===== src/rtl/cap_pkg.sv =====
package cap_pkg;
   // ****************************************************************
   // Sizes
   // ****************************************************************
   localparam int unsigned NUM_MOD    = 5;
   localparam int unsigned WD_MOD     = 4;
   localparam int unsigned TMR_W      = 16;
   localparam int unsigned BYTE_W     = 8;
   // ****************************************************************
   // Mode register fields
   // ****************************************************************
   localparam int unsigned MODE_W     = 8;
   localparam int unsigned BIT_ECCF   = 0;
   localparam int unsigned BIT_PWM    = 1;
   localparam int unsigned BIT_TOG    = 2;
   localparam int unsigned BIT_MAT    = 3;
   localparam int unsigned BIT_COMPARATOR_ENABLE   = 6;
   // ****************************************************************
   // Reset values and low byte wrap value
   // ****************************************************************
   localparam logic [TMR_W-1:0]  TMR_RST    = 16'h0000;
   localparam logic [BYTE_W-1:0] CMP_RST    = 8'h00;
   localparam logic [BYTE_W-1:0] LOW_MAX    = 8'hff;
   localparam logic              PIN_RST    = 1'b0;
   // ****************************************************************
   // Types
   // ****************************************************************
   typedef logic [NUM_MOD-1:0] cap_mask_t;
endpackage


===== src/rtl/cap_cmp_mem.sv =====
`timescale 1ns/1ps
// ****************************************************************
// Compare byte storage, registered read data
// ****************************************************************
module cap_cmp_mem
   import cap_pkg::*;
#(
   parameter int unsigned DEPTH = 5,
   parameter int unsigned AW    = 3
) (
   input  wire logic              clk,
   input  wire logic              rst_n,
   input  wire logic              we,
   input  wire logic [AW-1:0]     waddr,
   input  wire logic [BYTE_W-1:0] wdata,
   output logic [DEPTH*BYTE_W-1:0] rdata
);
   logic [BYTE_W-1:0] mem_q [DEPTH];

   always_ff @(posedge clk) begin
      if (!rst_n) begin
         for (int i = 0; i < DEPTH; i++) begin
            mem_q[i] <= CMP_RST;
         end
      end else if (we && (32'(waddr) < DEPTH)) begin
         mem_q[waddr] <= wdata;
      end
   end

   always_ff @(posedge clk) begin
      if (!rst_n) begin
         rdata <= '0;
      end else begin
         for (int i = 0; i < DEPTH; i++) begin
            rdata[i*BYTE_W +: BYTE_W] <= (we && 32'(waddr) == i) ? wdata : mem_q[i];
         end
      end
   end
endmodule


===== src/rtl/cap_top.sv =====
`timescale 1ns/1ps
// Function
// - Irq when flag and irq enable set
// - Comparator plus match sets flag on equality
// - High-speed output toggles pin on match
// - Shared timer frequency, per-module duty byte
// - Pin low below duty byte, else high
// - Low byte wrap reloads duty from high
// - Watchdog only on module four
// - Watchdog match raises internal reset
// - Watchdog never drives external reset pin
// - Watchdog enable bit gates watchdog
// - Hardware sets flag, software clears
// - Timer counts only while run bit set
module cap_top
   import cap_pkg::*;
(
   input  wire logic                        CLK,
   input  wire logic                        RST_N,
   input  wire logic                        TIMER_RUN_BIT,
   input  wire logic                        COUNT_TICK,
   input  wire logic                        TIMER_WE,
   input  wire logic [cap_pkg::TMR_W-1:0]   TIMER_WDATA,
   input  wire logic                        MODE_WE,
   input  wire logic [2:0]                  MODE_SEL,
   input  wire logic [cap_pkg::MODE_W-1:0]  MODE_WDATA,
   input  wire logic                        CMP_LOW_WE,
   input  wire logic                        CMP_HIGH_WE,
   input  wire logic [2:0]                  CMP_SEL,
   input  wire logic [cap_pkg::BYTE_W-1:0]  CMP_WDATA,
   input  wire logic [cap_pkg::NUM_MOD-1:0] FLAG_CLEAR,
   input  wire logic                        WATCHDOG_ENABLE_BIT,
   output logic [cap_pkg::TMR_W-1:0]        TIMER_VALUE,
   output logic [cap_pkg::NUM_MOD-1:0]      MODULE_EVENT_FLAG,
   output logic [cap_pkg::NUM_MOD-1:0]      MODULE_IRQ,
   output logic [cap_pkg::NUM_MOD-1:0]      MODULE_PIN,
   output logic                             WD_RESET_REQ,
   output logic                             EXT_RST_PIN_O,
   output logic                             EXT_RST_PIN_OE
);
   import cap_pkg::*;

   // ****************************************************************
   // Storage
   // ****************************************************************
   logic [TMR_W-1:0]          timer_q;
   logic [MODE_W-1:0]         mode_q [NUM_MOD];
   logic [NUM_MOD*BYTE_W-1:0] high_rd;
   logic [BYTE_W-1:0]         low_q [NUM_MOD];
   cap_mask_t                 flag_q;
   cap_mask_t                 match_d;
   cap_mask_t                 pwm_d;
   logic                      tick;
   logic                      wrap;

   cap_cmp_mem #(
      .DEPTH (NUM_MOD),
      .AW    (3)
   ) u_high (
      .clk   (CLK),
      .rst_n (RST_N),
      .we    (CMP_HIGH_WE),
      .waddr (CMP_SEL),
      .wdata (CMP_WDATA),
      .rdata (high_rd)
   );

   function automatic logic bit_of(input logic [MODE_W-1:0] m, input int unsigned b);
      bit_of = m[b];
   endfunction

   // ****************************************************************
   // Shared timer
   // ****************************************************************
   // A load wins over the count, so no match is taken on a skipped value
   assign tick = TIMER_RUN_BIT && COUNT_TICK && !TIMER_WE;
   assign wrap = tick && (timer_q[BYTE_W-1:0] == LOW_MAX);

   always_ff @(posedge CLK) begin
      if (!RST_N) begin
         timer_q <= TMR_RST;
      end else if (TIMER_WE) begin
         timer_q <= TIMER_WDATA;
      end else if (tick) begin
         timer_q <= timer_q + 16'h0001;
      end
   end

   always_ff @(posedge CLK) begin
      if (!RST_N) begin
         TIMER_VALUE <= TMR_RST;
      end else if (TIMER_WE) begin
         TIMER_VALUE <= TIMER_WDATA;
      end else if (tick) begin
         TIMER_VALUE <= timer_q + 16'h0001;
      end
   end

   // ****************************************************************
   // Per-module logic
   // ****************************************************************
   for (genvar g = 0; g < NUM_MOD; g++) begin : g_mod
      logic [BYTE_W-1:0] high_b;
      logic              comparator_enable;
      logic              pwm;
      logic [BYTE_W-1:0] low_d;
      assign high_b = high_rd[g*BYTE_W +: BYTE_W];
      assign comparator_enable   = bit_of(mode_q[g], BIT_COMPARATOR_ENABLE);
      assign pwm    = bit_of(mode_q[g], BIT_PWM);
      // Match evaluated once per increment on new timer value
      assign match_d[g] = tick && comparator_enable && !pwm &&
                          ({high_b, low_q[g]} == (timer_q + 16'h0001));
      // Next duty byte; the pin compares against it so a reload is glitch free
      always_comb begin
         low_d = low_q[g];
         if (CMP_LOW_WE && 32'(CMP_SEL) == g) begin
            low_d = CMP_WDATA;
         end else if (wrap && comparator_enable && pwm) begin
            low_d = high_b;
         end
      end
      assign pwm_d[g] = ((timer_q[BYTE_W-1:0] + 8'h01) >= low_d);

      always_ff @(posedge CLK) begin
         if (!RST_N) begin
            mode_q[g] <= '0;
         end else if (MODE_WE && 32'(MODE_SEL) == g) begin
            mode_q[g] <= MODE_WDATA;
         end
      end

      always_ff @(posedge CLK) begin
         if (!RST_N) begin
            low_q[g] <= CMP_RST;
         end else begin
            low_q[g] <= low_d;
         end
      end

      always_ff @(posedge CLK) begin
         if (!RST_N) begin
            flag_q[g] <= 1'b0;
         end else if (match_d[g] && bit_of(mode_q[g], BIT_MAT)) begin
            flag_q[g] <= 1'b1;
         end else if (FLAG_CLEAR[g]) begin
            flag_q[g] <= 1'b0;
         end
      end

      always_ff @(posedge CLK) begin
         if (!RST_N) begin
            MODULE_PIN[g] <= PIN_RST;
         end else if (comparator_enable && pwm) begin
            if (tick) begin
               MODULE_PIN[g] <= pwm_d[g];
            end
         end else if (match_d[g] && bit_of(mode_q[g], BIT_TOG)) begin
            MODULE_PIN[g] <= ~MODULE_PIN[g];
         end
      end
   end

   // ****************************************************************
   // Flag and interrupt outputs
   // ****************************************************************
   always_ff @(posedge CLK) begin
      if (!RST_N) begin
         MODULE_EVENT_FLAG <= '0;
         MODULE_IRQ        <= '0;
      end else begin
         for (int i = 0; i < NUM_MOD; i++) begin
            MODULE_EVENT_FLAG[i] <= flag_q[i];
            MODULE_IRQ[i] <= flag_q[i] && bit_of(mode_q[i], BIT_ECCF);
         end
      end
   end

   // ****************************************************************
   // Watchdog
   // ****************************************************************
   always_ff @(posedge CLK) begin
      if (!RST_N) begin
         WD_RESET_REQ <= 1'b0;
      end else begin
         WD_RESET_REQ <= WATCHDOG_ENABLE_BIT && match_d[WD_MOD] &&
                         bit_of(mode_q[WD_MOD], BIT_MAT);
      end
   end

   always_ff @(posedge CLK) begin
      if (!RST_N) begin
         EXT_RST_PIN_O  <= 1'b0;
         EXT_RST_PIN_OE <= 1'b0;
      end else begin
         EXT_RST_PIN_O  <= 1'b0;
         EXT_RST_PIN_OE <= 1'b0;
      end
   end

   // ****************************************************************
   // Checks
   // ****************************************************************
   property p_irq;
      @(posedge CLK) disable iff (!RST_N)
      MODULE_IRQ[0] |-> $past(flag_q[0]) && $past(mode_q[0][BIT_ECCF]);
   endproperty
   a_irq: assert property (p_irq) else $error("irq without flag and enable");

   property p_flag_set;
      @(posedge CLK) disable iff (!RST_N)
      (match_d[1] && mode_q[1][BIT_MAT]) |=> flag_q[1];
   endproperty
   a_flag_set: assert property (p_flag_set) else $error("flag not set on match");

   property p_flag_hold;
      @(posedge CLK) disable iff (!RST_N)
      (flag_q[2] && !FLAG_CLEAR[2]) |=> flag_q[2];
   endproperty
   a_flag_hold: assert property (p_flag_hold) else $error("flag lost without clear");

   property p_toggle;
      @(posedge CLK) disable iff (!RST_N)
      (match_d[3] && mode_q[3][BIT_TOG] && !mode_q[3][BIT_PWM])
         |=> MODULE_PIN[3] != $past(MODULE_PIN[3]);
   endproperty
   a_toggle: assert property (p_toggle) else $error("pin did not toggle");

   property p_stop;
      @(posedge CLK) disable iff (!RST_N)
      (!TIMER_RUN_BIT && !TIMER_WE) |=> timer_q == $past(timer_q);
   endproperty
   a_stop: assert property (p_stop) else $error("timer moved while stopped");

   property p_reload;
      @(posedge CLK) disable iff (!RST_N)
      (wrap && mode_q[0][BIT_PWM] && mode_q[0][BIT_COMPARATOR_ENABLE] && !CMP_LOW_WE)
         |=> low_q[0] == $past(high_rd[BYTE_W-1:0]);
   endproperty
   a_reload: assert property (p_reload) else $error("duty not reloaded");

   property p_pwm_lvl;
      @(posedge CLK) disable iff (!RST_N)
      (tick && mode_q[1][BIT_PWM] && mode_q[1][BIT_COMPARATOR_ENABLE])
         |=> MODULE_PIN[1] == (timer_q[BYTE_W-1:0] >= low_q[1]);
   endproperty
   a_pwm_lvl: assert property (p_pwm_lvl) else $error("pwm level wrong");

   property p_wd;
      @(posedge CLK) disable iff (!RST_N)
      WD_RESET_REQ |-> $past(WATCHDOG_ENABLE_BIT) && $past(match_d[WD_MOD]);
   endproperty
   a_wd: assert property (p_wd) else $error("watchdog reset without cause");

   property p_extpin;
      @(posedge CLK) disable iff (!RST_N)
      WD_RESET_REQ |-> !(EXT_RST_PIN_OE && EXT_RST_PIN_O);
   endproperty
   a_extpin: assert property (p_extpin) else $error("external reset driven");
endmodule

===== config.mk =====
export PLATFORM = sky130hd
export DESIGN_NAME = cap_top
export DESIGN_NICKNAME = d
export VERILOG_FILES = /design/src/rtl/cap_pkg.sv /design/src/rtl/cap_cmp_mem.sv /design/src/rtl/cap_top.sv
export SDC_FILE = /design/constraint.sdc
export NUM_CORES = 1
export LEC_CHECK = 0
export BUFFER_PORTS_ARGS = -buffer_cell sky130_fd_sc_hd__buf_2
export CAP_MARGIN = 20
export CORE_ASPECT_RATIO = 0.9
export CORE_MARGIN = 8
export CORE_UTILIZATION = 46
export DETAILED_ROUTE_END_ITERATION = 12
export RECOVER_POWER = 50
export SYNTH_ARGS = -nofsm -noshare
export SYNTH_HDL_FRONTEND = slang
export SYNTH_HIERARCHICAL = 1
export SYNTH_SLANG_ARGS = --single-unit

===== constraint.sdc =====
create_clock -name CLK -period 4.1 [get_ports CLK]
set_input_delay 0.41 -clock CLK [delete_from_list [all_inputs] [get_ports CLK]]
set_output_delay 0.41 -clock CLK [all_outputs]
set_load 0.05 [all_outputs]

==> impl_metrics.toml, run 1 <==
[placed_design]
place_congestion = 0.939
io_buffer_count = 80
dp_hpwl_mm = 24.0

[synth]
synth_edf_count = 65
synthCells = 1173
synthArstFlopShare_pct = 0
synth_area_leader_cell = "dfxtp_1"
yosysWarnings = 6
yosys_register_bits = 182
ys.flop_type = "dfxtp_1"
synthTopCellsByArea = "dfxtp_1, edfxtp_1, a21oi_1"
yosysMostFrequentCell = "nor2_1"
netlist.area_leader.share_pct = 22.4
synth.cells.most_frequent = "nor2_1, nand2_1, dfxtp_1"
netlist_area_mm2 = 0.0104
syn_avg_cell_area_um2 = 8.90
synth_seq_area_share_pct = 41.2
synth_cell_type_count = 75

[cts]
clockRootBuffer = "clkbuf_16"
post_cts_buffers = 0
cts_max_level = 4
cts_buffers = 17
cts.sinks = 182
cts_tree = "yes"
clock_path_buffers = 2
cts-resized-gates = 0
path_clk_slew_ns = 0.07
ctsHoldBuffers = 0
clk_latency_ns = 0.44

[power]
p_sw_share_pct = 28.1
netSwitchingPower_mw = 1.21
p_clk_share_pct = 38.5
pwr-share-seq_pct = 47.1
comb_power_share_pct = 14.3
power_leakage_nw = 4.42
p_per_area_mw_per_mm2 = 370
totalPowerFinal_mw = 4.32
ir_worst_vdd_uv = 203
intPower_mw = 3.11

[setup_path]
worstPathCellList = "nand3_2 -> nor2_2 -> nand2_1 -> buf_4 -> nor2_1 -> buf_4 -> mux2i_1 -> o21ai_0 -> ha_1 -> nand2b_1 -> a21o_1 -> a21o_1 -> a21o_1 -> a21oi_1 -> o21ai_0 -> nand3_1 -> mux2i_1"
worstSetupEndpointType = "flop"
startpoint_type = "flop"
crit_path_max_fanout = 24
r2r-end = "MODULE_PIN[1]"
cp.required_ns = 4.42
worstPathArrival_ns = 3.85
critPathMostFrequentCell = "a21o_1"
crit_type = "reg2reg"
r2r_cells = 17
ff2ff_setup_slack_ns = 0.58
critPathSlowestCell = "dfxtp_1"
reg2reg_from = "TIMER_VALUE[2]"
max_stage_delay_ns = 0.59

[drt]
dr.pass1.iters = 6
wl_per_cell_um = 21.4
ant_nets = 0
drc_errors = 0
drt-total-wl_mm = 33.2
vias = 9012
via_per_inst = 5.82
initialDrtViolationCount = 782

[run_status]
violations = "capacitance limit, slew limit"
status = "finished with violations"

[floorplanning]
die_width_um = 175
ioPinCount = 86
die_area_mm2 = 0.0278
core-area_mm2 = 0.0224
row_count = 52
initial_core_util_pct = 46.6
fp.dieH_um = 159

[timing]
fmax_mhz = 284
final.period_utilization_pct = 86.0
hold_slack_ns = 0.185
setup_viol = 0
hold_viol_final = 0
relSlewSlack_pct = -2.56
finalSetupTns_ns = 0
slew_violations = 31
finalCriticalPeriod_ns = 3.52
rsz0062_at_grt = "no"
fin_skew_ns = 0.0151
worst_pin_slew_ns = 1.54

[grt]
globalRoute.totalOverflow = 0
antenna_found_initial = 2
grt_pass1_vias = 8573
grt_start_max_net_pins = 60
grt_pass1_wl_mm = 51.1
grt_usage_pct = 23.8

[cells_and_area]
drive_above_1_share_pct = 13.0
antenna_cells = 0
final.fill_count = 2124
syn_to_final_growth_pct = 11.9
layout.nets = 1331

[hold_path]
hold_depth = 3
min_path_type = "in2reg"
min_from = "WATCHDOG_ENABLE_BIT"
hold_end = "WD_RESET_REQ"

[run]
max_cap_violations = 1
-- registers in the layout, summed over array words and instances (netlist names) --
signal / cells
MODULE_EVENT_FLAG: 5
MODULE_IRQ: 5
low_q: 40
u_high/mem_q: 40
TIMER_VALUE: 16
WD_RESET_REQ: 1
flag_q: 5
mode_q: 25
MODULE_PIN: 5
u_high/rdata: 40
-- cells by family (layout without fill, tap and decap cells) --
logic type               Yosys count  after routing  share of synthesized area, %
AND/OR/NAND/NOR                  464            464                          23.0
AO/OA/AOI/OAI                    277            277                          15.7
flip-flops                       182            182                          41.2
XOR/XNOR                          99             99                          9.36
buffers and inverters             96            173                          4.56
adder cells (fa/ha/maj)           41             41                          4.92
multiplexers                      13             13                          1.26
other                              1              2                        0.0359
-- routing by layer --
layer	vias up	track usage (%)	share of wire [%]	routed length [um]
li1	4274	-	-	-
met1	4273	32.5	44	14700
met2	401	35.7	44	14500
met3	64	5.03	8.5	2830
met4	0	10.5	3.3	1100
met5	-	0	0	0
-- through the flow --
step	std cells	instance area, um2	util, %	worst slack, ns
3_5_place_dp	1516	11100	49.8	0.626
4_1_cts	1548	11700	52.3	0.659
5_1_grt	1548	11700	52.2	0.332
6_report	1548	11700	52.2	0.576
2_1_floorplan	1174	10400	-	0.168
3_3_place_gp	1516	11100	49.8	0.660
-- layout make-up --
type	instances	area, um2	area share [%]
clock buffers	20	437	3.74
clock inverters	12	143	1.22
multi-input cells	896	5670	48.5
well taps	297	372	3.18
repair buffers	125	702	6.01
inverters	16	60.1	0.514
flip-flops and latches	182	4300	36.8
-- cell usage in the layout, fill, tap and decap left out, types with 6 or more instances in the layout --
master	count
nand3_1	28
clkbuf_1	24
nand4_1	11
dfxtp_1	115
inv_1	15
nand3b_1	19
nor2b_1	6
nand2b_1	17
or3_1	6
a2111oi_0	12
nor2_1	138
buf_4	41
o21ai_0	72
xor2_1	32
nand2_1	125
a21o_1	14
xnor2_1	59
a21oi_1	106
buf_2	62
o22ai_1	40
ha_1	41
and2_1	30
clkbuf_16	17
mux2i_1	12
and2_0	8
and3_1	13
edfxtp_1	65
nor3_1	13
nor4_1	8
-- critical path: cells and delay by family (launching register included) --
| family | cells | cell delay, ns |
|---|---|---|
| buffers and inverters | 2 | 0.44 |
| muxes | 2 | 0.16 |
| adders and majority gates | 1 | 0.29 |
| AOI/OAI and AO/OA | 6 | 1.05 |
| and+or+nand+nor | 6 | 0.88 |
| DFF | 1 | 0.59 |
-- power groups by stage --
stage                     clock [mW]  sequential, mW  combinational [mW]
final                           1.66            2.04               0.619
after global routing            1.77            2.04               0.676
after CTS                       1.68            2.03               0.614
after detailed placement           0            2.08               0.610
after global placement             0            2.07               0.604
after floorplan                    0            2.07               0.401
-- worst max-delay path by stage --
| stage | start | to | depth (start not counted) |
|---|---|---|---|
| 2_1_floorplan | TIMER_VALUE[0] | MODULE_PIN[3] | 18 |
| 3_3_place_gp | TIMER_RUN_BIT | MODULE_PIN[3] | 17 |
| 3_5_place_dp | TIMER_RUN_BIT | MODULE_PIN[3] | 17 |
| 4_1_cts | TIMER_VALUE[2] | MODULE_PIN[3] | 16 |
| 5_1_grt | TIMER_VALUE[2] | MODULE_PIN[3] | 16 |
| 6_report | TIMER_VALUE[2] | MODULE_PIN[1] | 17 |
Power figures use the tool's default switching activity.
==> run 2: changes to the inputs <==
--- a/config.mk
+++ b/config.mk
@@ -10,7 +10,10 @@
 export CORE_ASPECT_RATIO = 0.9
 export CORE_MARGIN = 8
 export CORE_UTILIZATION = 46
+export CTS_CLUSTER_SIZE = 12
 export DETAILED_ROUTE_END_ITERATION = 12
+export GPL_TIMING_DRIVEN = 0
+export PLACE_DENSITY = 0.74
 export RECOVER_POWER = 50
 export SYNTH_ARGS = -nofsm -noshare
 export SYNTH_HDL_FRONTEND = slang
==> run 2 against run 1 <==
  * The flow now finishes without violations
  * Critical path depth decreased by 8
  * Power shrank 1.2%
  * Global-route usage up 0.82 points
  * Largest power group unchanged
  * Fmax fell by 12%
  * Worst setup slack worse by 0.47 ns
  * Wire length is 6.0% higher
  * Hold slack better by 0.012 ns
  * Non-clock buffer count increased by 36
  * Critical endpoint is now MODULE_PIN[0]
  * Highest routed layer unchanged
  * Die area unchanged
  * First-iteration DRC count up 37%
  * Largest cell class unchanged
  * Sequential cell count did not move
==> impl_metrics.toml, run 2 (synthesis results as in run 1) <==
[timing]
slew_violations = 0
finalCriticalPeriod_ns = 3.99
setup_viol = 0
final.setup.worst_slack_ns = 0.111
final.period_utilization_pct = 97.3
relSlewSlack_pct = 28.7
fin_skew_ns = 0.00913
fmax_mhz = 251
finalSetupTns_ns = 0
hold_slack_ns = 0.197
hold_viol_final = 0
worst_pin_slew_ns = 1.06
rsz0062_at_grt = "no"

[drt]
wl_met2_mm = 15.4
drt-total-wl_mm = 35.2
ant_nets = 0
highest_layer = "met4"
vias = 9579
dr.pass1.iters = 5
wl_per_cell_um = 22.2
wl_met1_mm = 13.8
via_per_inst = 6.05
drc_errors = 0
initialDrtViolationCount = 1070
dr_wl_met3_mm = 4.28

[power]
ir_worst_vdd_uv = 291
p_clk_share_pct = 37.1
p_per_area_mw_per_mm2 = 362
power_leakage_nw = 4.46
pwr-share-seq_pct = 47.7
netSwitchingPower_mw = 1.27
totalPowerFinal_mw = 4.27
comb_power_share_pct = 15.2
p_sw_share_pct = 29.8
intPower_mw = 3.00

[cells_and_area]
layout.nets = 1367
reg_top3 = "low_q x40, u_high/mem_q x40, u_high/rdata x40"
syn_to_final_growth_pct = 13.0
drive_above_1_share_pct = 12.9
post-route-cell-area_mm2 = 0.0118
fin_cells = 1584
final_common_cell = "nor2_1"
antenna_cells = 0
layout_common_cells = "nor2_1, nand2_1, dfxtp_1"
final_util_pct = 52.7

[setup_path]
worstSetupEndpointType = "flop"
startpoint_type = "flop"
cp.required_ns = 4.47
crit_type = "reg2reg"
worstPathArrival_ns = 4.36
crit_path_max_fanout = 8
r2r_cells = 9

[floorplanning]
core-area_mm2 = 0.0224
die_width_um = 175
fp.dieH_um = 159
row_count = 52
die_area_mm2 = 0.0278
ioPinCount = 86
initial_core_util_pct = 46.6

[run]
max_cap_violations = 0

[grt]
grt_usage_pct = 24.6
grt_start_max_net_pins = 19
grt_pass1_vias = 9003
globalRoute.totalOverflow = 0
grt_pass1_wl_mm = 52.5
antenna_found_initial = 0

[cts]
clockRootBuffer = "clkbuf_16"
clock_path_buffers = 2
cts.sinks = 182
clk_latency_ns = 0.44
cts_max_level = 4
cts_tree = "yes"
cts_buffers = 17
path_clk_slew_ns = 0.08

[hold_path]
hold_depth = 3
min_path_type = "in2reg"

[placed_design]
place_congestion = 0.984
post-place-ws_ns = -0.695
dp_hpwl_mm = 26.5
place_inst = 1550
io_buffer_count = 79
dpl-instance-area_mm2 = 0.0112

[run_status]
status = "finished clean"
## run 2: repair_timing
| item | CTS | global route |
|---|---|---|
| buffers inserted | 1 | 1 |
| pin swaps | 1 | 1 |
| gates resized for setup | 6 | 7 |
| endpoints found under the setup margin | 4 | 4 |
| hold buffers | 0 | 0 |
## run 2: path summary, 6_finish.rpt
| check | from | end | slack, ns |
|---|---|---|---|
| setup / recovery | TIMER_VALUE[0] | MODULE_PIN[0] | 0.11 |
| hold / removal | WATCHDOG_ENABLE_BIT | WD_RESET_REQ | 0.20 |
| setup reg to reg | TIMER_VALUE[0] | MODULE_PIN[0] | 0.11 |
| hold reg to reg | flag_q[2] | MODULE_EVENT_FLAG[2] | 0.47 |
## run 2: area by class of cell
class	instances	area, um2
Inverter	16	60.1
Buffer	80	405
Multi-Input combinational cell	896	5700
Fill cell	2090	10600
Clock buffer	17	425
Tap cell	297	372
Timing Repair Buffer	81	402
Sequential cell	182	4300
Clock inverter	15	138
## run 2: routing by layer
layer	global-route usage [%]	vias to the layer above
met1	31.7	4502
met3	6.52	108
met4	12.3	0
met5	0	-
li1	-	4366
met2	37.6	603
## run 2: worst max-delay path, cell delays in order (launching register included)
cell	delay [ns]
dfxtp_4	0.41
ha_1	0.62
clkbuf_1	0.63
xor2_1	0.15
a2111oi_0	0.52
o2111ai_1	0.18
a2111oi_0	0.64
nand4_1	0.33
o22ai_1	0.25
mux2i_1	0.19
## run 2: power by group through the flow
stage | Sequential (mW) | Clock (mW) | Combinational, mW
finish | 2.04 | 1.58 | 0.648
global route | 2.04 | 1.66 | 0.699
CTS | 2.03 | 1.60 | 0.634
detailed placement | 2.07 | 0 | 0.629
global placement | 2.07 | 0 | 0.620
floorplan | 2.07 | 0 | 0.401
